--- src/rtl/trig_if_pkg.sv ---
// constants for the trigger interface register bank
package trig_if_pkg;
  localparam int          ADDR_W        = 16;
  localparam int          DATA_W        = 16;
  localparam int          BASE_W        = 12;
  localparam int          BASE_LSB      = 4;
  localparam logic [3:0]  OFF_CSR       = 4'h0;
  localparam logic [3:0]  OFF_IRQID     = 4'h2;
  localparam logic [3:0]  OFF_TRIG      = 4'h4;
  localparam logic [3:0]  OFF_OUTP      = 4'h6;
  localparam logic [3:0]  OFF_INP       = 4'h8;
  localparam logic [5:0]  AM_SHORT_SUP  = 6'h2D;
  localparam logic [5:0]  AM_SHORT_USR  = 6'h29;
  localparam int          CSR_EXT       = 0;
  localparam int          CSR_TEN       = 1;
  localparam int          CSR_IEN       = 2;
  localparam int          CSR_TEST      = 3;
  localparam int          CSR_AUTO      = 4;
  localparam int          CSR_RST       = 7;
  localparam int          CSR_LVL_LSB   = 8;
  localparam int          CSR_PEND      = 14;
  localparam int          CSR_TSTAT     = 15;
  localparam int          TRG_MODE      = 12;
  localparam int          TRG_TESTIRQ   = 14;
  localparam int          TRG_ACK       = 15;
  localparam logic [7:0]  ONES8         = 8'hFF;
  localparam logic [3:0]  ONES4         = 4'hF;
  localparam logic [15:0] ONES16        = 16'hFFFF;
  localparam logic [4:0]  CTRL_RESET    = 5'h00;
  localparam logic [7:0]  BYTE_RESET    = 8'h00;
  localparam logic [11:0] WORD12_RESET  = 12'h000;
endpackage

--- src/rtl/vme_trigger_interface_regs.sv ---
// trigger interface register bank, short-address bus slave and interrupter
// Functional notes
// - short address, 16-bit data, both modifiers
// - base address from bits 15..4 versus switches
// - interrupter levels 1-7, byte ID, release on ack
// - control bit 0 selects external or upstream source
// - control bit 1 gates trigger acceptance
// - control bit 2 lets triggers interrupt
// - test interrupt needs test and enable bits
// - auto sample inputs on upstream trigger
// - reset bit pulse clears controls and trigger latch, not the input port latch
// - level readback, zeros and reserved bits
// - pending bit until acknowledge cycle
// - status bit while trigger data valid
// - byte identifier register, upper bits ones
// - upstream layout sync, late fail, code
// - external layout triggers and data levels
// - bit 12 shows mode, bit 13 one
// - acknowledge write in upstream mode drives cable ack line
// - external acknowledge clears busy and latch
// - output port register, upper bits ones
// - input port latch on read, ones external
// - jumpers gate triggers into OR
// - ack on one line chosen by number
// - rising OR latches all twelve inputs
// - accept outputs held until acknowledge
// - busy while processing a trigger
`timescale 1ns/1ps
`default_nettype none
module vme_trigger_interface_regs
  import trig_if_pkg::*;
#(
  parameter int ACK_LINES = 8
) (
  input  wire logic                        clock,
  input  wire logic                        reset,
  input  wire logic [trig_if_pkg::ADDR_W-1:0] busAddr,
  input  wire logic [5:0]                  busAm,
  input  wire logic                        busStrobe,
  input  wire logic                        busWrite,
  input  wire logic [trig_if_pkg::DATA_W-1:0] busWdata,
  output logic      [trig_if_pkg::DATA_W-1:0] busRdata,
  output logic                             busDtack,
  input  wire logic                        iackCycle,
  input  wire logic [2:0]                  iackLevel,
  output logic                             irqReq,
  output logic      [2:0]                  irqLevel,
  input  wire logic [trig_if_pkg::BASE_W-1:0] baseSwitch,
  input  wire logic [2:0]                  levelSwitch,
  input  wire logic [2:0]                  readoutNumber,
  input  wire logic [3:0]                  trigEnableJumper,
  input  wire logic [3:0]                  extTrigger,
  input  wire logic [7:0]                  extData,
  input  wire logic                        cableStrobe,
  input  wire logic [7:0]                  cableWord,
  output logic      [ACK_LINES-1:0]        cableAck,
  output logic      [7:0]                  generalOut,
  output logic                             levelAccept,
  output logic                             busy
);
  import trig_if_pkg::*;

  logic [4:0]  ctrl_reg;
  logic [7:0]  irqId_reg;
  logic [7:0]  outPort_reg;
  logic [11:0] trigData_reg;
  logic [11:0] inPort_reg;
  logic        trigValid_reg;
  logic        pending_reg;
  logic        ackOut_reg;
  logic        orPrev_reg;
  logic        strobePrev_reg;
  logic        dtack_reg;
  logic [15:0] rdata_reg;

  // address decode and access qualifiers
  wire        amOk     = (busAm == AM_SHORT_SUP) || (busAm == AM_SHORT_USR);
  wire        boardSel = busAddr[ADDR_W-1:BASE_LSB] == baseSwitch;
  wire [3:0]  offset   = busAddr[BASE_LSB-1:0];
  wire        access   = busStrobe && amOk && boardSel && !iackCycle && !dtack_reg;
  wire        wr       = access && busWrite;
  wire        rd       = access && !busWrite;
  wire        wrCsr    = wr && offset == OFF_CSR;
  wire        wrTrig   = wr && offset == OFF_TRIG;
  wire        softRst  = wrCsr && busWdata[CSR_RST];
  wire        extMode  = ctrl_reg[CSR_EXT];
  wire        trigEn   = ctrl_reg[CSR_TEN];
  wire        irqEn    = ctrl_reg[CSR_IEN];
  wire        ackWrite = wrTrig && busWdata[TRG_ACK];
  wire        testIrq  = wrTrig && busWdata[TRG_TESTIRQ] && ctrl_reg[CSR_TEST] && irqEn;

  // trigger OR through jumpers, edge detect of OR and cable strobe
  wire        trigOr   = |(extTrigger & trigEnableJumper);
  wire        orRise   = trigOr && !orPrev_reg;
  wire        stbRise  = cableStrobe && !strobePrev_reg;
  wire        extAccept = trigEn && extMode && orRise && !trigValid_reg;
  wire        tsAccept  = trigEn && !extMode && stbRise && !trigValid_reg;
  wire        accepted  = extAccept || tsAccept;
  wire        iackHit   = iackCycle && busStrobe && pending_reg && iackLevel == levelSwitch;

  // read data words
  wire [15:0] csrWord  = {trigValid_reg, pending_reg, 3'h0, levelSwitch, 1'b0, 2'h0,
                          ctrl_reg};
  wire [15:0] idWord   = {ONES8, irqId_reg};
  wire [11:0] trigLow  = extMode ? trigData_reg : {ONES4, trigData_reg[7:0]};
  wire [15:0] trigWord = {2'h0, 1'b1, extMode, trigLow};
  wire [15:0] outWord  = {ONES8, outPort_reg};
  wire [15:0] inWord   = extMode ? ONES16 : {ONES4, inPort_reg};
  wire [15:0] rdMux    = offset == OFF_CSR   ? csrWord :
                         offset == OFF_IRQID ? idWord :
                         offset == OFF_TRIG  ? trigWord :
                         offset == OFF_OUTP  ? outWord :
                         offset == OFF_INP   ? inWord : ONES16;

  // control register, soft reset clears bits 0..4
  always_ff @(posedge clock) begin
    if (reset || softRst) begin
      ctrl_reg <= CTRL_RESET;
    end else if (wrCsr) begin
      ctrl_reg <= busWdata[4:0];
    end
  end

  // identifier and output port registers
  always_ff @(posedge clock) begin
    if (reset || softRst) begin
      irqId_reg   <= BYTE_RESET;
      outPort_reg <= BYTE_RESET;
    end else begin
      if (wr && offset == OFF_IRQID) irqId_reg <= busWdata[7:0];
      if (wr && offset == OFF_OUTP) outPort_reg <= busWdata[7:0];
    end
  end

  // trigger capture and busy state
  always_ff @(posedge clock) begin
    if (reset || softRst) begin
      trigValid_reg <= 1'b0;
      trigData_reg  <= WORD12_RESET;
    end else if (accepted) begin
      trigValid_reg <= 1'b1;
      trigData_reg  <= extAccept ? {extData, extTrigger} : {4'h0, cableWord};
    end else if (ackWrite) begin
      trigValid_reg <= 1'b0;
    end
  end

  // input port latch on read or auto sample
  always_ff @(posedge clock) begin
    if (reset) begin
      inPort_reg <= WORD12_RESET;
    end else if (!extMode && ((rd && offset == OFF_INP) || (tsAccept && ctrl_reg[CSR_AUTO]))) begin
      inPort_reg <= {extData, extTrigger};
    end
  end

  // interrupt request: set wins, released by acknowledge cycle
  always_ff @(posedge clock) begin
    if (reset || softRst) begin
      pending_reg <= 1'b0;
    end else if ((accepted && irqEn) || testIrq) begin
      pending_reg <= 1'b1;
    end else if (iackHit) begin
      pending_reg <= 1'b0;
    end
  end

  // acknowledge to cable, one cycle after software ack in upstream mode
  always_ff @(posedge clock) begin
    if (reset) begin
      ackOut_reg <= 1'b0;
    end else begin
      ackOut_reg <= ackWrite && !extMode;
    end
  end

  // edge history and bus answer
  always_ff @(posedge clock) begin
    if (reset) begin
      orPrev_reg     <= 1'b0;
      strobePrev_reg <= 1'b0;
      dtack_reg      <= 1'b0;
      rdata_reg      <= 16'h0000;
    end else begin
      orPrev_reg     <= trigOr;
      strobePrev_reg <= cableStrobe;
      dtack_reg      <= busStrobe && (access || iackHit || dtack_reg);
      if (rd) rdata_reg <= rdMux;
      else if (iackHit) rdata_reg <= {ONES8, irqId_reg};
    end
  end

  // outputs
  assign busRdata    = rdata_reg;
  assign busDtack    = dtack_reg;
  assign irqReq      = pending_reg;
  assign irqLevel    = levelSwitch;
  assign generalOut  = outPort_reg;
  assign cableAck    = ackOut_reg ? (ACK_LINES'(1) << readoutNumber) : '0;
  assign levelAccept = trigValid_reg && extMode;
  assign busy        = trigValid_reg;
endmodule
`default_nettype wire

--- config.mk ---
export PLATFORM = sky130hd
export DESIGN_NAME = vme_trigger_interface_regs
export DESIGN_NICKNAME = d
export VERILOG_FILES = /design/src/rtl/trig_if_pkg.sv /design/src/rtl/vme_trigger_interface_regs.sv
export SDC_FILE = /design/constraint.sdc
export NUM_CORES = 1
export LEC_CHECK = 0
export ABC_AREA = 1
export ABC_CLOCK_PERIOD_IN_PS = 1620
export BUFFER_PORTS_ARGS = -buffer_cell sky130_fd_sc_hd__buf_2
export CORE_MARGIN = 3
export CORE_UTILIZATION = 30
export DETAILED_ROUTE_END_ITERATION = 10
export PLACE_DENSITY = 0.62
export SYNTH_ARGS = -nofsm -noshare
export SYNTH_HDL_FRONTEND = slang
export SYNTH_SLANG_ARGS = --single-unit
--- constraint.sdc ---
create_clock -name clock -period 1.62 [get_ports clock]
set_input_delay 0.324 -clock clock [delete_from_list [all_inputs] [get_ports clock]]
set_output_delay 0.324 -clock clock [all_outputs]
set_load 0.005 [all_outputs]
### Word level (Yosys, flattened, before mapping)

Index checks and enable logic that the tools add are counted.

| storage, ports and cells | value |
|---|---|
| register bits | 67 |
| input bits | 89 |
| logic and storage cells | 89 |
| output and inout port bits | 39 |

| cells by class | value |
|---|---|
| bitwise logic cells | 1 |
| reductions and logical operators | 52 |
| equal/unequal tests | 8 |
| mux-type cells | 15 |
| shift-type cells | 1 |

Operators with widths:

| kind | count |
|---|---|
| two-way mux 16 bit | 5 |
| two-way mux 12 bit | 5 |
| logical AND 1 bit | 33 |
| equality test 12 bit | 1 |
| equality test 6 bit (second input constant) | 2 |
| equality test 4 x 3 -> 1 bit (second input constant) | 2 |
| two-way mux 8 bit | 1 |
| << shifter 1 x 3 -> 8 bit (first input constant) | 1 |
| zero test 1 bit | 7 |
| logical OR 1 bit | 7 |
| nonzero test 2 bit | 3 |
| AND 4 bit | 1 |
| equality test 4 x 2 -> 1 bit (second input constant) | 1 |
| equality test 4 bit (second input constant) | 1 |
| zero test 4 bit | 1 |
| two-way mux 1 bit | 4 |
| OR reduction 4 bit | 1 |
| equality test 3 bit | 1 |

### Longest topological paths before layout

Gate-level depths: netlist (run 1).

| logic depth | value |
|---|---|
| depth after elaboration | 13 |
| mapped depth | 14 |
| mapped depth without buffers | 14 |

### Worst setup path before layout (run 1)

No wires, ideal clock.

| timing path | value |
|---|---|
| kind | input port to flip-flop |
| start | in baseSwitch[0] (netlist name) |
| end | reg trigData_reg[5] |
| library setup time | 0.121 ns |
| path slack | 0.141 ns |
| buffers on the path | 1 |
| stages on the path | 12 |
| data required time | 1.499 ns |
| arrival time | 1.357 ns |
| cell sequence | inv_1 nand2_1 nand2_1 nor2_1 nand2_1 nor2_4 nand2_2 nor2_4 nand3_2 nand2_4 buf_6 a31oi_1 |

| on the way | value |
|---|---|
| longest elaborated chain between the ends | 8 |

Ends and longest elaborated chain:

| what | RTL line | source |
|---|---|---|
| start: declaration | vme_trigger_interface_regs.sv:48 | `input wire logic [trig_if_pkg::BASE_W-1:0] baseSwitch,` |
| equality test 12 bit | vme_trigger_interface_regs.sv:78 | `wire boardSel = busAddr[ADDR_W-1:BASE_LSB] == baseSwitch;` |
| logical AND 1 bit (3 in a row) | vme_trigger_interface_regs.sv:80 | `wire access = busStrobe && amOk && boardSel && !iackCycle && !dtack_reg;` |
| logical AND 1 bit | vme_trigger_interface_regs.sv:81 | `wire wr = access && busWrite;` |
| logical AND 1 bit | vme_trigger_interface_regs.sv:83 | `wire wrCsr = wr && offset == OFF_CSR;` |
| logical AND 1 bit | vme_trigger_interface_regs.sv:85 | `wire softRst = wrCsr && busWdata[CSR_RST];` |
| logical OR 1 bit | vme_trigger_interface_regs.sv:137 | `if (reset \|\| softRst) begin` |
| end signal: assignment | vme_trigger_interface_regs.sv:142 | `trigData_reg <= extAccept ? {extData, extTrigger} : {4'h0, cableWord};` |
| end: declaration | vme_trigger_interface_regs.sv:66 | `logic [11:0] trigData_reg;` |

No other way between the ends.
A chain may end at the register's enable or synchronous reset.

### Final worst setup path (run 1)

| timing path | value |
|---|---|
| start | reg dtack_reg (netlist: busDtack) |
| end | reg outPort_reg[4] (netlist: generalOut[4]) |

| on the way | value |
|---|---|
| longest elaborated chain between the ends | 6 |
| elaborated cells between the ends (all ways) | 7 |
| classes of those cells | reduce/logical: 7 |

Ends and longest elaborated chain:

| what | RTL line | source |
|---|---|---|
| start: declaration | vme_trigger_interface_regs.sv:73 | `logic dtack_reg;` |
| start signal: assignment | vme_trigger_interface_regs.sv:187 | `dtack_reg <= busStrobe && (access \|\| iackHit \|\| dtack_reg);` |
| zero test 1 bit * | vme_trigger_interface_regs.sv:80 |  |
| logical AND 1 bit * | vme_trigger_interface_regs.sv:80 |  |
| logical AND 1 bit * | vme_trigger_interface_regs.sv:81 |  |
| logical AND 1 bit | vme_trigger_interface_regs.sv:83 |  |
| logical AND 1 bit | vme_trigger_interface_regs.sv:85 |  |
| logical OR 1 bit | vme_trigger_interface_regs.sv:126 | `if (reset \|\| softRst) begin` |
| end signal: assignment | vme_trigger_interface_regs.sv:131 | `if (wr && offset == OFF_OUTP) outPort_reg <= busWdata[7:0];` |
| end: declaration | vme_trigger_interface_regs.sv:65 | `logic [7:0] outPort_reg;` |

Mark *: on every way between the ends. The rest lies on a longest branch, timed or not.

==> run_results.csv, run 1 <==
group,metric,value,unit
timing,fin_ws,-0.0210,ns
synth,synthCells,571,
run,maxCapViolCount,0,
synth,ys_seq_elements,67,
timing,drv_slew,0,
synth,synth_edf_count,0,
worst_setup_path,crit_slowest_cell,"dfxtp_2",
floorplan,num_rows,39,
worst_setup_path,r2r_slack,-0.02,ns
floorplan,io_pins,128,
synth,syn-num-nets,660,
worst_setup_path,cp_data_required_time,1.89,ns
power,cell_internal_pwr,2910,uW
floorplan,die_y,117,um
cells_and_area,drive_gt1_frac,0.372,
drt,wl_per_cell,14.8,um
power,leakage,0.00252,uW
power,combPwrFrac,0.108,
clock_network,clk_path_buf_depth,2,
timing,finalHoldViolCount,0,
drt,route.detailed.drc,0,
clock_network,clk_pin_slew,0.06,ns
synth,synth_area_leaders,"dfxtp_1, nand2_1, a21oi_1",
timing,worst_pin_slew,0.374,ns
timing,setup_viol,19,
power,p_switching,956,uW
floorplan,die_x,117,um
timing,finClkSkew,0.00659,ns
synth,syn_area,3670,sq um
clock_network,cts_buffers,9,
worst_setup_path,startpoint,"busDtack$_SDFF_PP0_",
status,outcome,"finished with violations",
global_routing,grt_pass1_wl,19100,um
power,clockPowerShare,0.465,
floorplan,initial_core_util,0.314,
cells_and_area,fillerInstances,1191,
timing,rsz0062_at_grt,"true",
floorplan,fp.coreArea,11700,sq um
worst_setup_path,cp-start-kind,"flop",
global_routing,antenna_found_initial,0,
global_routing,grt_use_total,0.178,
worst_setup_path,r2r-end,"generalOut[4]$_SDFFE_PP0P_",
synth,ys_dominant_reg_cell,"dfxtp_1",
cells_and_area,largest_register_ff_count,16,
drt,antenna_left,0,
power,vdd_drop_max,0.000468,V
synth,synth_common_cells,"nand2_1, dfxtp_1, inv_1, nor2_1, a21oi_1",
timing,min_period,1.64,ns
worst_setup_path,cp_cell_sequence,"nor2_1, nand3_1, nor2_1, nand2_1, nor2_4, nand2_2, nor2_4, buf_4, buf_6, nand3_1, a21oi_2",
global_routing,overflow,0,
power,pwr-share-seq,0.428,
clock_network,insertion_delay,0.33,ns
worst_setup_path,critical_path_peak_fanout,11,
cells_and_area,area_growth,48.3,%
place,portBuffers,120,
cells_and_area,fin_nets,824,
drt,routed_via_density,4.92,
worst_setup_path,reg2reg_depth,11,
drt,drt_iter0_markers,185,
power,power_density,711,nW/um^2
synth,yosys_warnings,0,
synth,yosysMostFrequentCell,"nand2_1",
worst_hold_path,min_path_cells,3,
timing,max_slew_margin,0.748,
worst_setup_path,cp-endpoint,"generalOut[4]$_SDFFE_PP0P_",
place,hpwl,9840,um
power,sw_frac_of_total,0.247,
clock_network,hold_buffers,0,
drt,num_vias,4343,
synth,seq_area_frac_synth,0.366,
global_routing,grt_pass1_vias,4054,
synth,synth.distinct_cells,34,
worst_setup_path,r2r-start,"busDtack$_SDFF_PP0_",
synth,synth_top_area_share,0.366,
worst_hold_path,worstHoldStart,"cableStrobe",
worst_setup_path,cpPeakStageDelay,0.33,ns
synth,post-synth-top-area-cell,"dfxtp_1",
worst_setup_path,critPathCaptureType,"flop",
worst_hold_path,min_path_type,"primary input to flop",
drt,wirelength,13000,um
clock_network,tritoncts,"built",
synth,post_synth.cell_area_avg,6.42,sq um
timing,setup_tns,-0.236,ns
synth,synthArstFlopShare,0,
timing,timing.final.crit_share,1.01,
cells_and_area,n_antenna_cell,0,
cells_and_area,instances_no_fill,883,
worst_setup_path,arrival,1.91,ns
global_routing,grt_max_degree,24,
floorplan,die_area,13600,sq um
clock_network,cts.htree.levels,3,
place,placedCellCount,856,
drt,first_pass_iters,5,
place,gp_congestion,0.899,
timing,fmax,609,MHz
clock_network,cts_root_buffer,"clkbuf_16",
clock_network,cts_sinks,67,
status,violations,"negative setup slack",
worst_setup_path,path_class,"flop to flop",
==> power groups by stage <==
stage               combinational (uW)  sequential (uW)  clock [uW]
floorplan                          166             1690           0
global placement                   365             1690           0
detailed placement                 373             1690           0
CTS                                377             1650        1820
global route                       461             1650        1910
finish                             416             1650        1800
==> worst min-delay path by stage <==
| stage | end |
|---|---|
| 3_3_place_gp | trigData_reg[11]$_SDFFE_PP0P_ |
| 3_5_place_dp | trigData_reg[11]$_SDFFE_PP0P_ |
| 5_1_grt | strobePrev_reg$_SDFF_PP0_ |
| 6_report | strobePrev_reg$_SDFF_PP0_ |
| 4_1_cts | strobePrev_reg$_SDFF_PP0_ |
| 2_1_floorplan | strobePrev_reg$_SDFF_PP0_ |
==> timing repair <==
item                       CTS  global route
setup endpoints to repair   41            61
pin swaps                    1            12
hold endpoints to repair     0             0
buffers inserted             0             7
gates cloned                 0             4
resized for setup            6            81
==> worst max-delay path, delay by kind of cell, from the launching register on <==
kind	cells	cell delay, ns
and+or+nand+nor	8	0.81
AOI/OAI and AO/OA	1	0.14
DFF	1	0.33
buffers and inverters	2	0.30
==> cell families after synthesis <==
| group | count (synthesis) | synth area share |
|---|---|---|
| XOR/XNOR | 2 | 0.00478 |
| flip-flops | 67 | 0.366 |
| AND/OR/NAND/NOR | 325 | 0.387 |
| AO/OA/AOI/OAI | 95 | 0.141 |
| buffers and inverters | 82 | 0.101 |
==> layer usage <==
layer,up-vias,part of all wire,global-route usage
met4,0,0.012,0.0359
met2,168,0.48,0.305
met1,1981,0.44,0.232
li1,2179,-,-
met5,-,0,0
met3,15,0.069,0.0378
==> cell type report <==
cell class	count	area, sq um	area share
tap	143	179	0.0329
inverter	61	236	0.0435
sequential	67	1340	0.247
clock buffer	12	246	0.0453
clock inverter	4	26.3	0.00483
timing repair buffer	174	1150	0.211
multi-input combinational	422	2260	0.415
==> metrics by stage <==
step | setup slack (ns) | hold WS (ns) | total power [uW] | utilization | instance area (sq um)
3_5_place_dp | -0.197 | 0.448 | 2060 | 0.401 | 4680
4_1_cts | -0.0205 | 0.225 | 3850 | 0.426 | 4970
5_1_grt | -0.152 | 0.228 | 4020 | 0.466 | 5440
2_1_floorplan | 0.141 | 0.431 | 1850 | - | 3670
6_report | -0.0210 | 0.223 | 3860 | 0.466 | 5440
3_3_place_gp | -0.132 | 0.445 | 2050 | 0.401 | 4680
==> placed cells by master, fill, tap and decap left out, types with 2 or more instances in the layout <==
cell / synthesis / final
nand3_1: 43 / 39
a211oi_1: 2 / 2
nor2_4: 5 / 8
clkbuf_16: 0 / 13
nand3_4: 1 / 2
clkinv_2: 0 / 2
nand2_8: 0 / 2
buf_2: 6 / 120
nor3_2: 2 / 2
o21a_1: 2 / 2
nor3_1: 15 / 14
o21ai_1: 0 / 2
o31ai_1: 4 / 4
o21ai_0: 27 / 24
a21oi_2: 0 / 34
a31oi_4: 0 / 2
nor2_2: 3 / 5
nor2_1: 55 / 50
buf_4: 6 / 40
nand3_2: 1 / 4
inv_2: 4 / 4
nand2_4: 2 / 3
buf_6: 4 / 6
nand2_2: 5 / 15
nor4_1: 3 / 3
a31oi_1: 9 / 7
dfxtp_1: 67 / 66
a21oi_1: 48 / 13
clkbuf_1: 4 / 2
nand2_1: 185 / 172
nand4_1: 4 / 4
buf_12: 0 / 4
inv_1: 55 / 54
a22o_1: 2 / 2
Note: power is estimated with default switching activity, not from simulation.
==> run 2, diff against run 1 <==
--- a/config.mk
+++ b/config.mk
@@ -10,6 +10,7 @@
 export BUFFER_PORTS_ARGS = -buffer_cell sky130_fd_sc_hd__buf_2
 export CORE_MARGIN = 3
 export CORE_UTILIZATION = 30
+export CTS_BUF_LIST = sky130_fd_sc_hd__clkbuf_4
 export DETAILED_ROUTE_END_ITERATION = 10
 export PLACE_DENSITY = 0.62
 export SYNTH_ARGS = -nofsm -noshare
==> run 2 against run 1 <==
  * The run still ends with negative setup slack left
  * First-iteration DRC count up 25%
  * Final cell count down 0.11%
  * Die area unchanged
  * Core utilization down 2.4 points
  * Setup slack worse by 0.018 ns
  * Clock power down 47%
  * Combinational power down 1%
  * Clock skew up 0.0087 ns
  * Clock-buffer cell count down 1
  * Sequential power about the same
  * Critical endpoint is now trigData_reg[0]$_SDFFE_PP0P_
  * Largest cell class unchanged
==> run_results.csv, run 2 (synthesized netlist as in run 1, its figures left out) <==
group,metric,value,unit
status,outcome,"finished with violations",
status,violations,"negative setup slack",
cells_and_area,fin_nets,823,
floorplan,io_pins,128,
drt,routed_via_density,4.89,
cells_and_area,area_growth,40.5,%
worst_setup_path,critical_path_peak_fanout,5,
run,maxCapViolCount,0,
drt,first_pass_iters,4,
cells_and_area,regArea,1340,sq um
global_routing,overflow,0,
cells_and_area,drive_gt1_frac,0.340,
timing,rsz0062_at_grt,"true",
cells_and_area,instances_no_fill,882,
cells_and_area,largest_register_ff_count,16,
clock_network,cts_root_buffer,"clkbuf_4",
floorplan,num_rows,39,
floorplan,initial_core_util,0.314,
cells_and_area,n_antenna_cell,0,
worst_hold_path,min_path_cells,3,
timing,drv_slew,0,
worst_setup_path,path_class,"flop to flop",
worst_setup_path,arrival,1.96,ns
worst_hold_path,min_path_type,"primary input to flop",
global_routing,grt_pass1_vias,4088,
cells_and_area,layout_common_cells,"nand2_1, buf_2, dfxtp_1, inv_1, nor2_1",
timing,setup_tns,-1.19,ns
cells_and_area,fillerInstances,1250,
clock_network,cts_buffers,9,
worst_setup_path,critPathCaptureType,"flop",
floorplan,die_area,13600,sq um
global_routing,grt_max_degree,24,
worst_setup_path,cp-start-kind,"flop",
power,power_density,586,nW/um^2
place,portBuffers,120,
clock_network,insertion_delay,0.42,ns
drt,drt_iter0_markers,231,
timing,worst_pin_slew,0.397,ns
cells_and_area,final_area,5150,sq um
drt,antenna_left,0,
timing,max_slew_margin,0.732,
power,vdd_drop_max,0.000303,V
worst_setup_path,reg2reg_depth,12,
clock_network,clk_pin_slew,0.11,ns
drt,wl_per_cell,14.5,um
place,hpwl,9840,um
cells_and_area,multi_input_area,2140,sq um
power,power,3020,uW
clock_network,hold_buffers,0,
global_routing,grt_pass1_wl,19200,um
global_routing,antenna_found_initial,0,
floorplan,die_y,117,um
timing,finClkSkew,0.0153,ns
drt,route.detailed.drc,0,
place,gp_congestion,0.899,
clock_network,tritoncts,"built",
timing,min_period,1.66,ns
timing,finalHoldViolCount,0,
floorplan,die_x,117,um
floorplan,fp.coreArea,11700,sq um
timing,setup_viol,42,
timing,fin_ws,-0.0390,ns
global_routing,grt_use_total,0.178,
timing,timing.final.crit_share,1.02,
cells_and_area,mostFrequentLayoutCell,"nand2_1",
place,placedCellCount,856,
worst_setup_path,cp_data_required_time,1.92,ns
place,placed_cell_area,4680,sq um
clock_network,cts.htree.levels,3,
power,leakage,0.00243,uW
clock_network,clk_path_buf_depth,2,
drt,num_vias,4311,
timing,fmax,603,MHz
clock_network,cts_sinks,67,
drt,wirelength,12800,um
-- run 2: repair_timing --
| action | in CTS | in global routing |
|---|---|---|
| gates cloned | 1 | 2 |
| gates resized for setup | 6 | 53 |
| pin swaps | 1 | 3 |
| setup endpoints to repair | 38 | 64 |
| setup buffers | 3 | 4 |
-- run 2: final cells by class --
| cell class | instances | area share |
|---|---|---|
| clock buffer | 11 | 0.0160 |
| clock inverter | 5 | 0.00583 |
| inverter | 61 | 0.0459 |
| multi-input combinational | 423 | 0.415 |
| sequential | 67 | 0.261 |
| tap | 143 | 0.0347 |
| timing repair buffer | 172 | 0.221 |
-- run 2: worst paths after layout --
path,startpoint,end,slack (ns)
worst max-delay path,busDtack$_SDFF_PP0_,trigData_reg[0]$_SDFFE_PP0P_,-0.04
worst min-delay path,cableStrobe,strobePrev_reg$_SDFF_PP0_,0.13
worst max register to register,busDtack$_SDFF_PP0_,trigData_reg[0]$_SDFFE_PP0P_,-0.04
worst min register to register,irqId_reg[5]$_SDFFE_PP0P_,irqId_reg[5]$_SDFFE_PP0P_,0.47
-- run 2: power by group --
part / switching (uW) / total (uW) / internal, uW
clock: 617 / 960 / 343
sequential: 0.965 / 1650 / 1650
combinational: 226 / 410 / 184
total: 844 / 3020 / 2180
-- run 2: per-stage QoR --
step | hold WS, ns | setup WS (ns) | util
2_1_floorplan | 0.431 | 0.141 | -
4_1_cts | 0.122 | 0.00135 | 0.418
3_3_place_gp | 0.445 | -0.132 | 0.401
3_5_place_dp | 0.448 | -0.197 | 0.401
5_1_grt | 0.116 | -0.170 | 0.442
6_report | 0.132 | -0.0390 | 0.442
-- run 2: worst max-delay path, stage by stage (launching register included) --
cell and delay, ns:
dfxtp_2 0.34, nor2_1 0.09, nand3_1 0.08, nor2_1 0.10
nand2_1 0.09, nor2_4 0.10, nand2_2 0.08, nor2_4 0.17
nand3_2 0.11, nand2_4 0.10, buf_12 0.13, buf_12 0.12
a31oi_4 0.03
-- run 2: per-layer routing --
layer / routed length, um / GRT usage / share of wire
met3: 697 / 0.0326 / 0.055
met2: 6060 / 0.308 / 0.47
met5: 0 / 0 / 0
met1: 5840 / 0.231 / 0.46
met4: 175 / 0.0413 / 0.014
==> run 3, diff against run 2 <==
--- a/config.mk
+++ b/config.mk
@@ -5,14 +5,13 @@
 export SDC_FILE = /design/constraint.sdc
 export NUM_CORES = 1
 export LEC_CHECK = 0
-export ABC_AREA = 1
 export ABC_CLOCK_PERIOD_IN_PS = 1620
 export BUFFER_PORTS_ARGS = -buffer_cell sky130_fd_sc_hd__buf_2
 export CORE_MARGIN = 3
 export CORE_UTILIZATION = 30
 export CTS_BUF_LIST = sky130_fd_sc_hd__clkbuf_4
 export DETAILED_ROUTE_END_ITERATION = 10
-export PLACE_DENSITY = 0.62
+export PLACE_DENSITY = 0.61
 export SYNTH_ARGS = -nofsm -noshare
 export SYNTH_HDL_FRONTEND = slang
 export SYNTH_SLANG_ARGS = --single-unit
==> run 3 against run 2 <==
  * The run still ends with negative setup slack left
  * Clock skew is 0.0069 ns lower
  * Via count fell by 11%
  * Clock-buffer cell count is 2 lower
  * Maximum frequency down 8.2%
  * Register-to-register slack got worse by 0.15 ns
  * Clock power grew 10%
  * Die area rose by 1.6%
  * Sequential power is essentially flat
  * Non-clock buffer count increased by 6
  * Power is 5.7% higher
  * Area after synthesis is 1.7% higher
  * Final cell count shrank 15%
  * Critical path type unchanged
  * Largest power group unchanged
==> run_results.csv, run 3 <==
group,metric,value,unit
synth,synth_top_area_share,0.360,
cells_and_area,n_antenna_cell,0,
global_routing,overflow,0,
cells_and_area,mostFrequentLayoutCell,"buf_2",
timing,finClkSkew,0.00833,ns
synth,ys_dominant_reg_cell,"dfxtp_1",
clock_network,tritoncts,"built",
synth,syn_area,3730,sq um
cells_and_area,largest_register_ff_count,16,
synth,synth_area_leaders,"dfxtp_1, mux2i_1, nand2b_1",
global_routing,grt_max_degree,31,
clock_network,cts_root_buffer,"clkbuf_4",
power,power_density,590,nW/um^2
synth,synth.distinct_cells,53,
timing,whs,0.157,ns
worst_hold_path,min_path_cells,2,
status,outcome,"finished with violations",
floorplan,die_x,117,um
global_routing,grt_pass1_vias,3827,
synth,yosysMostFrequentCell,"dfxtp_1",
timing,min_period,1.81,ns
status,violations,"negative setup slack",
clock_network,clk_pin_slew,0.11,ns
global_routing,grt_use_total,0.177,
worst_setup_path,r2r-start,"busDtack$_SDFF_PP0_",
place,hpwl,9680,um
timing,worst_pin_slew,0.363,ns
timing,rsz0062_at_grt,"true",
timing,setup_viol,63,
worst_setup_path,cp_data_required_time,1.93,ns
timing,setup_tns,-7.86,ns
timing,timing.final.crit_share,1.12,
cells_and_area,drive_gt1_frac,0.471,
timing,max_slew_margin,0.756,
clock_network,insertion_delay,0.42,ns
worst_setup_path,path_class,"flop to flop",
clock_network,cts_buffers,9,
worst_setup_path,reg2reg_depth,6,
worst_setup_path,startpoint,"busDtack$_SDFF_PP0_",
power,leakage,0.00223,uW
drt,drt_iter0_markers,228,
synth,synth_common_cells,"dfxtp_1, a21oi_1, nand2b_1",
run,maxCapViolCount,0,
place,gp_congestion,0.836,
place,portBuffers,120,
clock_network,cts.htree.levels,3,
timing,drv_slew,0,
worst_setup_path,cp-endpoint,"trigData_reg[3]$_SDFFE_PP0P_",
synth,post-synth-top-area-cell,"dfxtp_1",
synth,seq_area_frac_synth,0.360,
timing,finalHoldViolCount,0,
floorplan,initial_core_util,0.309,
drt,antenna_left,0,
worst_setup_path,arrival,2.12,ns
power,vdd_drop_max,0.000362,V
worst_setup_path,critPathCaptureType,"flop",
worst_hold_path,min_path_type,"primary input to flop",
global_routing,grt_pass1_wl,19500,um
worst_setup_path,cp-start-kind,"flop",
synth,post_synth.cell_area_avg,8.73,sq um
worst_setup_path,r2r_slack,-0.19,ns
floorplan,fp.coreArea,12100,sq um
drt,num_vias,3858,
timing,fmax,554,MHz
drt,wirelength,12500,um
clock_network,clk_path_buf_depth,2,
cells_and_area,fillerInstances,1193,
synth,synthCells,427,
synth,synthArstFlopShare,0,
power,power,3190,uW
floorplan,die_area,13800,sq um
floorplan,io_pins,128,
worst_setup_path,r2r-end,"trigData_reg[3]$_SDFFE_PP0P_",
drt,first_pass_iters,4,
global_routing,antenna_found_initial,0,
worst_setup_path,critical_path_peak_fanout,8,
clock_network,cts_sinks,67,
cells_and_area,layout_common_cells,"buf_2, dfxtp_1, buf_4, nand2b_1, nand3_1",
synth,synth_edf_count,0,
timing,fin_ws,-0.186,ns
synth,yosys_warnings,0,
floorplan,num_rows,40,
drt,wl_per_cell,16.5,um
cells_and_area,fin_nets,670,
cells_and_area,area_growth,45.1,%
synth,ys_seq_elements,67,
drt,route.detailed.drc,0,
synth,syn-num-nets,516,
drt,routed_via_density,5.12,
floorplan,die_y,117,um
[run 3: cell types whose count changed after synthesis, moves of 12 or more]
cell	before	now
nand2_1	185	24
a211oi_2	0	12
a21oi_1	48	30
mux2i_1	0	23
nor2_1	55	29
nand3_1	43	28
nand2b_1	0	30
inv_1	55	3
[run 3: stage by stage]
stage	instances	setup slack (ns)	area [sq um]	utilization
6_report	754	-0.186	5410	0.449
5_1_grt	754	-0.285	5410	0.449
4_1_cts	750	-0.140	5270	0.437
3_5_place_dp	731	-0.396	4990	0.414
3_3_place_gp	731	-0.406	4990	0.414
2_1_floorplan	427	-0.133	3950	-
[run 3: area by class of cell]
class                           instances  area (sq um)  share of cell area
Clock inverter                          7          58.8              0.0109
Multi-Input combinational cell        321          2510               0.465
Inverter                                4          15.0             0.00277
Clock buffer                            9          67.6              0.0125
Tap cell                              168           210              0.0388
Timing Repair Buffer                  178          1200               0.222
Sequential cell                        67          1340               0.248
[run 3: where the power goes]
group          internal [uW]  total [uW]  leakage (uW)  switching (uW)
Clock                    450        1060     0.0000682             614
Combinational            239         477       0.00162             238
Sequential              1650        1650      0.000540            1.65
Total                   2340        3190       0.00223             854
[run 3: repair_timing]
| action | CTS | global route |
|---|---|---|
| pin swaps | 13 | 4 |
| setup endpoints to repair | 63 | 65 |
| setup buffers | 2 | 2 |
| hold buffers | 0 | 0 |
| cloned | 1 | 2 |
| gates resized for setup | 34 | 15 |
[run 3: metal layers]
layer,wire length (um),global-route usage,vias up
li1,-,-,1881
met5,0,0,-
met2,6200,0.305,124
met4,296,0.0542,0
met3,814,0.0457,22
met1,5140,0.217,1831
[run 3: how the worst min path moves through the flow]
stage                                  start                       endpoint  slack (ns)
2_1_floorplan  trigData_reg[10]$_SDFFE_PP0P_  trigData_reg[10]$_SDFFE_PP0P_        0.45
3_3_place_gp       irqId_reg[7]$_SDFFE_PP0P_      irqId_reg[7]$_SDFFE_PP0P_        0.46
3_5_place_dp       irqId_reg[7]$_SDFFE_PP0P_      irqId_reg[7]$_SDFFE_PP0P_        0.47
4_1_cts                          cableStrobe      strobePrev_reg$_SDFF_PP0_        0.14
5_1_grt                           extData[4]   trigData_reg[8]$_SDFFE_PP0P_        0.14
6_report                         cableStrobe      strobePrev_reg$_SDFF_PP0_        0.16
[run 3: logic make-up after synthesis]
group	share of synthesized area
multiplexers	0.0768
AO/OA/AOI/OAI	0.199
XOR/XNOR	0.0352
AND/OR/NAND/NOR	0.277
buffers and inverters	0.0527
flip-flops	0.360
[run 3: worst max-delay path, stage by stage (launching register included)]
cell and delay [ns]:
dfxtp_2 0.35, nor4b_4 0.30, and4b_1 0.29, and4_4 0.26, a31o_4 0.26, clkbuf_16 0.20
a211oi_2 0.04
